--- src/offset_rewind_map.svh ---
// offset_rewind_map.svh: offsets, widths, reset values and counts of the read-side block
`ifndef OFFSET_REWIND_MAP_SVH
`define OFFSET_REWIND_MAP_SVH

// data path and offset widths
`define DATA_W 36
`define BUS36_W 36
`define BUS18_W 18
`define BUS9_W 9

// enabled offset read cycles per pass, one per configuration
`define SEQ_LEN_36 3'h2
`define SEQ_LEN_18_SHALLOW 3'h2
`define SEQ_LEN_18_DEEP 3'h4
`define SEQ_LEN_9_SHALLOW 3'h4
`define SEQ_LEN_9_DEEP 3'h6

// reset values and the configuration wait count
`define OFS_IDX_RST 3'h0
`define OUT_RST 36'h0
`define CFG_WAIT 2'h2

`endif

--- src/offset_rewind_pkg.sv ---
// offset_rewind_pkg.sv: types shared by the read-side block
package offset_rewind_pkg;

	// output bus width selection
	typedef enum logic [1:0] {WIDTH_36, WIDTH_18, WIDTH_9} out_width_t;

	// phases of a rewind to the marked word
	typedef enum logic {RW_IDLE, RW_HOLD} rewind_state_t;

	// pin inputs that travel together through the synchroniser
	typedef struct packed {
		logic read_enable_n;
		logic offset_access_select_n;
		logic mark;
		logic rewind_request_n;
		logic write_enable_n;
		logic partial_reset_n;
		logic fall_through_mode;
		logic [1:0] out_width_sel;
		logic deep_config;
		logic [35:0] write_data;
	} pins_t;

endpackage

--- src/offset_rewind_read.sv ---
// offset_rewind_read.sv: fifo read side with offset read-back and rewind to mark
//
// Notes on behaviour
// - 36-bit bus: two enabled offset reads, empty then full, third wraps.
// - 18-bit bus, shallow: two offset reads, empty then full, then wrap.
// - 18-bit bus, deep: empty lsb, empty msb, full lsb, full msb, wrap.
// - 9-bit bus, shallow: four reads lsb/msb per offset, fifth wraps.
// - 9-bit bus, deep: six reads, empty from edge 1, full edge 4, wrap 7.
// - dropping either select or read enable pauses; sequence resumes where it stopped.
// - an offset read overwrites the data word held on the output bus.
// - offset read-back works in standard and fall-through timing alike.
// - standard: mark high with empty flag high enters rewind mode, marks output word.
// - rewind mode lasts until mark sampled low; each new mark replaces the old.
// - in rewind mode, rewind request low returns the read pointer to the mark.
// - standard: empty flag low during rewind setup, high when reads may restart.
// - writes continue, but the write pointer never passes the marked word.
// - fall-through: mark high with output valid low enters mode, marks output word.
// - fall-through: valid drops during setup, marked word loaded when request ends.
// - fall-through: first rewound word appears unread; later words need read enable.
// - offset read needs select and read enable low; reader idles four cycles after each request.
// - master reset puts offset pointer at empty lsb; partial reset leaves it.
// - standard: read pointer stays at mark while rewind request held low.
//
// Our own choices: the pin synchronisers and the configuration wait count.
`timescale 1ns/1ps
`default_nettype none
`include "offset_rewind_map.svh"

module offset_rewind_read
	import offset_rewind_pkg::*;
#(
	parameter int DEPTH = 64,
	parameter int OFS_W = 18
) (
	input wire logic clk,
	input wire logic reset_n,
	input wire logic read_enable_n,
	input wire logic offset_access_select_n,
	input wire logic mark,
	input wire logic rewind_request_n,
	input wire logic write_enable_n,
	input wire logic [35:0] write_data,
	input wire logic partial_reset_n,
	input wire logic fall_through_mode,
	input wire logic [1:0] out_width_sel,
	input wire logic deep_config,
	input wire logic [OFS_W-1:0] empty_offset,
	input wire logic [OFS_W-1:0] full_offset,
	output logic [35:0] read_data_out,
	output logic empty_indicator_n,
	output logic output_valid_n,
	output logic full_indicator_n,
	output logic retransmit_active
);

	localparam int ADDR_W = $clog2(DEPTH);
	localparam int PTR_W = ADDR_W + 1;
	localparam logic [PTR_W-1:0] DEPTH_P = PTR_W'(DEPTH);

	// depth must be a power of two, offsets must fit three nine-bit parts
	initial
	begin
		if (DEPTH < 2 || (1 << ADDR_W) != DEPTH)
			$error("DEPTH must be a power of two of at least 2");
		if (OFS_W < 1 || OFS_W > 27)
			$error("OFS_W must lie between 1 and 27");
	end

	// idle levels of the pins while reset holds the synchronisers
	localparam pins_t PIN_RST = '{read_enable_n: 1'b1, offset_access_select_n: 1'b1,
		mark: 1'b0, rewind_request_n: 1'b1, write_enable_n: 1'b1, partial_reset_n: 1'b1,
		fall_through_mode: 1'b0, out_width_sel: 2'h0, deep_config: 1'b0, write_data: 36'h0};

	// ==========================================================
	// pin synchronisers
	pins_t pins_raw, p;
	logic [OFS_W-1:0] empty_ofs_s, full_ofs_s;

	assign pins_raw = '{read_enable_n: read_enable_n,
		offset_access_select_n: offset_access_select_n, mark: mark,
		rewind_request_n: rewind_request_n, write_enable_n: write_enable_n,
		partial_reset_n: partial_reset_n, fall_through_mode: fall_through_mode,
		out_width_sel: out_width_sel, deep_config: deep_config, write_data: write_data};

	pin_sync #(
		.W($bits(pins_t)),
		.RST(PIN_RST)
	) u_pin_sync (
		.clk(clk),
		.reset_n(reset_n),
		.d(pins_raw),
		.q(p)
	);

	pin_sync #(
		.W(2 * OFS_W),
		.RST('0)
	) u_ofs_sync (
		.clk(clk),
		.reset_n(reset_n),
		.d({empty_offset, full_offset}),
		.q({empty_ofs_s, full_ofs_s})
	);

	// ==========================================================
	// configuration caught after master reset release
	logic [1:0] cfg_cnt_r;
	logic cfg_done_r, fall_through_mode_r, deep_r;
	out_width_t width_r;

	// straps settle through the synchroniser, then are latched once
	always_ff @(posedge clk or negedge reset_n)
	begin
		if (!reset_n)
		begin
			cfg_cnt_r <= 2'h0;
			cfg_done_r <= 1'b0;
			fall_through_mode_r <= 1'b0;
			width_r <= WIDTH_36;
			deep_r <= 1'b0;
		end
		else if (!cfg_done_r)
		begin
			if (cfg_cnt_r == `CFG_WAIT)
			begin
				cfg_done_r <= 1'b1;
				fall_through_mode_r <= p.fall_through_mode;
				width_r <= (p.out_width_sel == 2'h1) ? WIDTH_18 :
					(p.out_width_sel == 2'h2) ? WIDTH_9 : WIDTH_36;
				deep_r <= p.deep_config;
			end
			else
				cfg_cnt_r <= cfg_cnt_r + 2'h1;
		end
	end

	// ==========================================================
	// offset read-back sequence
	logic [2:0] ofs_idx_r, seq_len, per_ofs;
	logic [35:0] ofs_word;
	logic ofs_rd, fifo_rd_req;

	// an offset read needs both selects low; a fifo read needs select high
	assign ofs_rd = cfg_done_r && !p.offset_access_select_n && !p.read_enable_n;
	assign fifo_rd_req = cfg_done_r && p.offset_access_select_n && !p.read_enable_n;

	// pass length per bus width and depth class
	always_comb
	begin
		unique case (width_r)
			WIDTH_36: seq_len = `SEQ_LEN_36;
			WIDTH_18: seq_len = deep_r ? `SEQ_LEN_18_DEEP : `SEQ_LEN_18_SHALLOW;
			WIDTH_9: seq_len = deep_r ? `SEQ_LEN_9_DEEP : `SEQ_LEN_9_SHALLOW;
		endcase
		per_ofs = seq_len >> 1;
	end

	// part of the selected offset that sits at the current pointer
	function automatic logic [35:0] offset_part(
		input logic [2:0] idx,
		input logic [2:0] per,
		input out_width_t w,
		input logic [OFS_W-1:0] e_ofs,
		input logic [OFS_W-1:0] f_ofs
	);
		logic [35:0] src;
		logic [2:0] part;
		logic [35:0] shifted;
		src = 36'((idx >= per) ? f_ofs : e_ofs);
		part = (idx >= per) ? idx - per : idx;
		shifted = '0;
		// each part is one bus width wide, lowest part first
		unique case (w)
			WIDTH_36: shifted = src;
			WIDTH_18: shifted = {18'h0, 18'(src >> (part * `BUS18_W))};
			WIDTH_9: shifted = {27'h0, 9'(src >> (part * `BUS9_W))};
		endcase
		return shifted;
	endfunction

	assign ofs_word = offset_part(ofs_idx_r, per_ofs, width_r, empty_ofs_s, full_ofs_s);

	// pointer moves only on enabled offset reads; partial reset leaves it
	always_ff @(posedge clk or negedge reset_n)
	begin
		if (!reset_n)
			ofs_idx_r <= `OFS_IDX_RST;
		else if (ofs_rd)
		begin
			if (ofs_idx_r + 3'h1 >= seq_len)
				ofs_idx_r <= `OFS_IDX_RST;
			else
				ofs_idx_r <= ofs_idx_r + 3'h1;
		end
	end

	// ==========================================================
	// storage and pointers
	logic [35:0] mem_r [DEPTH];
	logic [PTR_W-1:0] wr_r, rd_r, rd_nxt, wr_nxt, mark_r, base, base_nxt;
	logic mode_r, mode_nxt, write_ok, fifo_has, prs;

	assign prs = !p.partial_reset_n;
	assign fifo_has = (wr_r != rd_r);

	// while marked, room is measured from the mark so writes never pass it
	assign base = mode_r ? mark_r : rd_r;
	assign write_ok = cfg_done_r && !p.write_enable_n && ((wr_r - base) != DEPTH_P);
	assign wr_nxt = prs ? '0 : (write_ok ? wr_r + PTR_W'(1) : wr_r);

	// memory written at the write pointer
	always_ff @(posedge clk)
	begin
		if (write_ok && !prs)
			mem_r[wr_r[ADDR_W-1:0]] <= p.write_data;
	end

	always_ff @(posedge clk or negedge reset_n)
	begin
		if (!reset_n)
			wr_r <= '0;
		else
			wr_r <= wr_nxt;
	end

	// ==========================================================
	// mark tracking
	logic mark_entry;

	// entry condition differs by timing mode
	assign mark_entry = fall_through_mode_r ? !output_valid_n : empty_indicator_n;
	assign mode_nxt = prs ? 1'b0 : (p.mark && (mode_r || (cfg_done_r && mark_entry)));

	always_ff @(posedge clk or negedge reset_n)
	begin
		if (!reset_n)
		begin
			mode_r <= 1'b0;
			mark_r <= '0;
		end
		else
		begin
			mode_r <= mode_nxt;
			// the word now in the output register was read from rd_r - 1
			if (!prs && !mode_r && mode_nxt)
				mark_r <= rd_r - PTR_W'(1);
		end
	end

	// ==========================================================
	// read path and rewind sequencing
	rewind_state_t rw_r, rw_nxt;
	logic [35:0] out_r, out_nxt;
	logic valid_r, valid_nxt;

	always_comb
	begin
		rd_nxt = rd_r;
		out_nxt = out_r;
		valid_nxt = valid_r;
		rw_nxt = rw_r;
		if (prs)
		begin
			rd_nxt = '0;
			out_nxt = `OUT_RST;
			valid_nxt = 1'b0;
			rw_nxt = RW_IDLE;
		end
		else if (rw_r == RW_HOLD)
		begin
			rd_nxt = mark_r;
			if (p.rewind_request_n)
			begin
				rw_nxt = RW_IDLE;
				if (fall_through_mode_r)
				begin
					// first marked word falls through without a read
					out_nxt = mem_r[mark_r[ADDR_W-1:0]];
					rd_nxt = mark_r + PTR_W'(1);
					valid_nxt = 1'b1;
				end
			end
		end
		else if (mode_r && cfg_done_r && !p.rewind_request_n)
		begin
			// reader has already stopped reading here
			rw_nxt = RW_HOLD;
			rd_nxt = mark_r;
			valid_nxt = 1'b0;
		end
		else if (ofs_rd)
		begin
			out_nxt = ofs_word;
			if (fall_through_mode_r)
				valid_nxt = 1'b0;
		end
		else if (!fall_through_mode_r)
		begin
			if (fifo_rd_req && fifo_has)
			begin
				out_nxt = mem_r[rd_r[ADDR_W-1:0]];
				rd_nxt = rd_r + PTR_W'(1);
			end
		end
		else if (!valid_r || fifo_rd_req)
		begin
			if (fifo_has && cfg_done_r)
			begin
				out_nxt = mem_r[rd_r[ADDR_W-1:0]];
				rd_nxt = rd_r + PTR_W'(1);
				valid_nxt = 1'b1;
			end
			else if (fifo_rd_req)
				valid_nxt = 1'b0;
		end
	end

	assign base_nxt = mode_nxt ? (mode_r ? mark_r : rd_r - PTR_W'(1)) : rd_nxt;

	// read-side state
	always_ff @(posedge clk or negedge reset_n)
	begin
		if (!reset_n)
		begin
			rd_r <= '0;
			out_r <= `OUT_RST;
			valid_r <= 1'b0;
			rw_r <= RW_IDLE;
		end
		else
		begin
			rd_r <= rd_nxt;
			out_r <= out_nxt;
			valid_r <= valid_nxt;
			rw_r <= rw_nxt;
		end
	end

	// ==========================================================
	// outputs, all from flops
	always_ff @(posedge clk or negedge reset_n)
	begin
		if (!reset_n)
		begin
			read_data_out <= `OUT_RST;
			empty_indicator_n <= 1'b0;
			output_valid_n <= 1'b1;
			full_indicator_n <= 1'b1;
			retransmit_active <= 1'b0;
		end
		else
		begin
			read_data_out <= out_nxt;
			// empty flag low in fall-through or while rewind holds, else low when nothing to read
			empty_indicator_n <= !fall_through_mode_r && (rw_nxt == RW_IDLE)
				&& (wr_nxt != rd_nxt);
			output_valid_n <= !(fall_through_mode_r && valid_nxt);
			full_indicator_n <= ((wr_nxt - base_nxt) != DEPTH_P);
			retransmit_active <= mode_nxt;
		end
	end

endmodule
`default_nettype wire

--- src/pin_sync.sv ---
// pin_sync.sv: two-flop synchroniser for a bus of pin inputs
`timescale 1ns/1ps
`default_nettype none

module pin_sync #(
	parameter int W = 1,
	parameter logic [W-1:0] RST = '0
) (
	input wire logic clk,
	input wire logic reset_n,
	input wire logic [W-1:0] d,
	output logic [W-1:0] q
);

	logic [W-1:0] meta_r;

	// first flop feeds only the second
	always_ff @(posedge clk or negedge reset_n)
	begin
		if (!reset_n)
		begin
			meta_r <= RST;
			q <= RST;
		end
		else
		begin
			meta_r <= d;
			q <= meta_r;
		end
	end

endmodule
`default_nettype wire

--- config.mk ---
export PLATFORM = sky130hd
export DESIGN_NAME = offset_rewind_read
export DESIGN_NICKNAME = d
export VERILOG_FILES = /design/src/offset_rewind_pkg.sv /design/src/offset_rewind_read.sv /design/src/pin_sync.sv
export VERILOG_INCLUDE_DIRS = /design/src /design/src/src
export SDC_FILE = /design/constraint.sdc
export NUM_CORES = 2
export LEC_CHECK = 0
export ABC_CLOCK_PERIOD_IN_PS = 12200
export BUFFER_PORTS_ARGS = -buffer_cell sky130_fd_sc_hd__buf_2
export CORE_ASPECT_RATIO = 2
export CORE_MARGIN = 2
export CORE_UTILIZATION = 30
export CTS_BUF_LIST = sky130_fd_sc_hd__clkbuf_4
export CTS_CLUSTER_SIZE = 40
export DETAILED_ROUTE_END_ITERATION = 10
export PLACE_DENSITY_LB_ADDON = 0.25
export SYNTH_ARGS = -nofsm -noshare
export SYNTH_HDL_FRONTEND = slang
export SYNTH_HIERARCHICAL = 1
export SYNTH_SLANG_ARGS = --single-unit
export TNS_END_PERCENT = 20
--- constraint.sdc ---
create_clock -name clk -period 12.2 [get_ports clk]
set_input_delay 3.05 -clock clk [delete_from_list [all_inputs] [get_ports clk]]
set_output_delay 3.05 -clock clk [all_outputs]
set_load 0.02 [all_outputs]
==> summary.md <==
| Metric | Value |
|---|---|
| Status | `completed` |
| Mapped Avg Cell Area | `20.4 um2` |
| Vias in the first global route | `approximately 69000` |
| All-layer global routing usage | `21.9%` |
| R2r endpoint | `mem_r[4][6]` |
| Largest net degree at the start of global routing | `120` |
| Skew-Pair Late Insertion Delay | `1490 ps` |
| Slowest CP cell | `nor2_4` |
| Synth Cell Area | `approximately 120000 um2` |
| Max cap viols | `0` |
| Setup-failing EPs final | `0` |
| CP most frequent cell | `nor2_1` |
| Clk buf depth | `4` |
| Vias/cell | `5.79` |
| Main flop type after synthesis | `edfxtp_1` |
| CORE AREA | `384000 um2` |
| Reg clk slew, reported paths | `70 ps` |
| Largest family of logic cells by synthesized area | `multiplexers` |
| Crit path DAT | `7660 ps` |
| Final antenna-violating net count | `0` |
| Yosys reg bits | `2541` |
| Xor-xnor portion of the synthesized cell area | `0.228%` |
| Number of synthesized flops with an enable pin | `2304` |
| Hold Buf Count CTS | `0` |
| Critical path buffer and inverter count | `2` |
| Die area | `390000 um2` |
| # clock sinks | `2541` |
| Worst-Margin Slew | `about 1300 ps` |
| TNS Setup | `0 ps` |
| Port Buffer Count | `123` |
| Yosys cell types | `66` |
| RSZ-0062 raised after global routing | `false` |
| Clock root cell | `clkbuf_4` |
| Area of the multi-input gates | `38600 um2` |
| Cell family with most CP delay | `simple AND/OR/NAND/NOR gates` |
| Detail Placement HPWL | `242000 um` |
| CTS tree | `built` |
| Worst Hold Depth | `0` |
| Final Hold Violating Endpoints | `0` |
| Core Rows | `322` |
| Fillers | `36462` |
| R2R depth | `13` |
| WL/cell | `37.2 um` |
| Mapped Nets | `5764` |
| CTS buffer count | `~640` |
| Fraction of layout cells with a size suffix above 1 | `40.9%` |
| Worst-path maximum fanout | `33` |
| First-pass GRT wire length | `589000 um` |
| Hold Path Class | `flop to flop` |
| Clock Skew | `178 ps` |
| Post-synthesis mux area share | `27.3%` |
| Flop2flop setup slack | `5530 ps` |
| Die height | `881 um` |
| Via count | `67800` |
| Placer Congestion | `0.813` |
| Worst-path cell chain | `clkinv_2 > o21a_1 > ha_1 > nor2b_1 > o31a_1 > o211ai_1 > a2111oi_2 > nor2_1 > nand2_1 > nor2_1 > nand3_1 > nor2_4 > buf_4` |
| CTS H-tree lvls | `6` |
| Fmax | `150 MHz` |
| Reg area | `75200 um2` |
| Worst vdd ir | `173 uV` |
| Tcrit/Tclk final | `54.7%` |
| Fin crit period | `6670 ps` |
| Hold path start | `u_ofs_sync/meta_r[26]` |
| Adder and majority gate portion of the synthesized area | `0.288%` |
| Antenna violations before repair | `23` |
| Fraction of registers with async set/reset | `9.33%` |
| Leak Pwr | `41.4 nW` |
| Slew Viols, Final | `0` |
| P&R area growth vs syn | `13.1%` |
| Commonest non-fill, non-tap cells in the layout | `edfxtp_1, mux4_2, clkbuf_4, mux2i_1, buf_4` |
| Commonest non-fill, non-tap cell in the layout | `edfxtp_1` |
| DIE WIDTH | `443 um` |
| Drt total wl | `435000 um` |
| Rel. slew slack | `between 10% and 20%` |
| Setup bufs post-CTS | `0` |
| CP Class | `flop to flop` |
| Worst Setup Start Kind | `flop` |
| Post-Synth Simple-Gate Area | `1.95%` |
| Hold Slack | `318 ps` |
| Iteration-0 DRC Markers | `8257` |
| Worst path required time | `13190 ps` |
| Warning count from the yosys run | `6` |
| Total grt overflow | `0` |
| Power Total | `24.9 mW` |
| DRT Pass-1 Iters | `7` |
| Nets | `6304` |
| Complex-gate fraction of the synthesized area | `approximately 3.1%` |
| Worst Hold Endpoint | `u_ofs_sync/q[26]` |
| Crit. End Element | `flop` |
| Number of remaining DRC errors | `0` |
| PwrDens | `191 nW/um2` |
| I/O pins | `124` |
| Initial Util | `roughly 30%` |
| Sequential fraction of the synthesis area | `approximately 65%` |
| Largest stage delay, worst path | `roughly 1200 ps` |
| Reg-to-Reg Start | `rd_r[1]` |
| Post_cts resized | `0` |
| Mapped Cells | `5654` |
[flip-flops by register name, summed over array words and instances (netlist names), 2 cells and up]
register	flops
rd_r	7
mem_r	2304
u_ofs_sync/q	36
mark_r	7
cfg_cnt_r	2
read_data_out	36
width_r	2
u_pin_sync/q	46
u_pin_sync/meta_r	46
wr_r	7
ofs_idx_r	3
u_ofs_sync/meta_r	36
[synthesized netlist by cell type, types with 6 or more instances]
master,number,area share (%)
a31oi_1,26,0.14
a221oi_1,39,0.30
buf_1,50,0.16
nand2b_1,15,0.081
or2_2,7,0.038
nor4_1,8,0.043
inv_1,22,0.072
buf_6,24,0.23
o22ai_1,58,0.31
dfstp_2,12,0.27
a211oi_1,30,0.20
a311oi_1,16,0.12
and2_1,7,0.038
mux2i_1,270,2.3
edfxtp_1,2304,60
buf_2,112,0.49
or3_1,7,0.038
and3_1,24,0.13
a22oi_1,24,0.16
nor2b_1,9,0.049
a311o_1,6,0.052
xnor2_1,25,0.19
a21oi_1,108,0.47
ha_1,25,0.27
nand2_1,187,0.61
clkbuf_1,199,0.65
buf_4,53,0.34
o21ai_0,85,0.37
nor2_1,144,0.47
o21a_1,9,0.059
nand3_1,26,0.11
mux4_2,1273,25
nand4_1,7,0.038
o221ai_1,75,0.57
dfrtp_1,225,4.9
nor3_1,45,0.20
o211ai_1,9,0.059
mux2_2,16,0.16
[where the power goes]
| group | internal, mW | switching [mW] |
|---|---|---|
| clock network | 3.63 | 3.64 |
| registers | 9.60 | 0.369 |
| logic | 3.65 | 4.02 |
[area by class of cell]
cell class / instances / area share [%]
flip-flops and latches: 2541 / 57.6
multi-input cells: 2648 / 29.6
clock buffers: 913 / 5.25
well taps: 5022 / 4.82
repair buffers: 341 / 1.82
clock inverters: 204 / 0.817
inverters: 27 / 0.0901
diodes: 13 / 0.0249
[worst register-to-register path: cells and delay by family (launching register included)]
| family | cells | cell delay (ps) |
|---|---|---|
| AND/OR/NAND/NOR | 6 | 2790 |
| buffers and inverters | 2 | 1330 |
| AO/OA/AOI/OAI | 4 | 1010 |
| flip-flops | 1 | 890 |
| adder cells (fa/ha/maj) | 1 | 280 |
[through the flow]
stage	instances	area, um2	setup slack [ps]	utilization, %
floorplan	5654	115000	4760	-
detailed placement	10579	123000	5670	31.9
global route	11701	130000	5460	34.0
finish	11709	130000	5530	34.0
global placement	10579	123000	5620	31.9
CTS	11696	130000	5680	34.0
[cells by family after synthesis]
kind of cell,after synthesis
compound gates,530
xor+xnor,30
fa+ha+maj,26
buf+inv,465
flops,2541
mux,1559
simple gates,503
[worst max-delay path by stage]
stage            start            end  cells after the start
6_report       rd_r[1]    mem_r[4][6]                     13
5_1_grt        rd_r[1]   mem_r[20][5]                     13
4_1_cts        rd_r[1]   mem_r[20][5]                     13
3_5_place_dp   rd_r[1]  mem_r[20][14]                     13
3_3_place_gp   rd_r[1]  mem_r[21][20]                     13
2_1_floorplan  rd_r[3]   mem_r[26][0]                     16
[metal layers]
| metal | track usage [%] | wire [um] |
|---|---|---|
| met2 | 36.7 | 214000 |
| met3 | 4.13 | 34300 |
| met1 | 27.1 | 162000 |
| met4 | 11.2 | 24600 |
| met5 | 0 | 144 |
No activity file was read; power rests on OpenSTA's default activity.
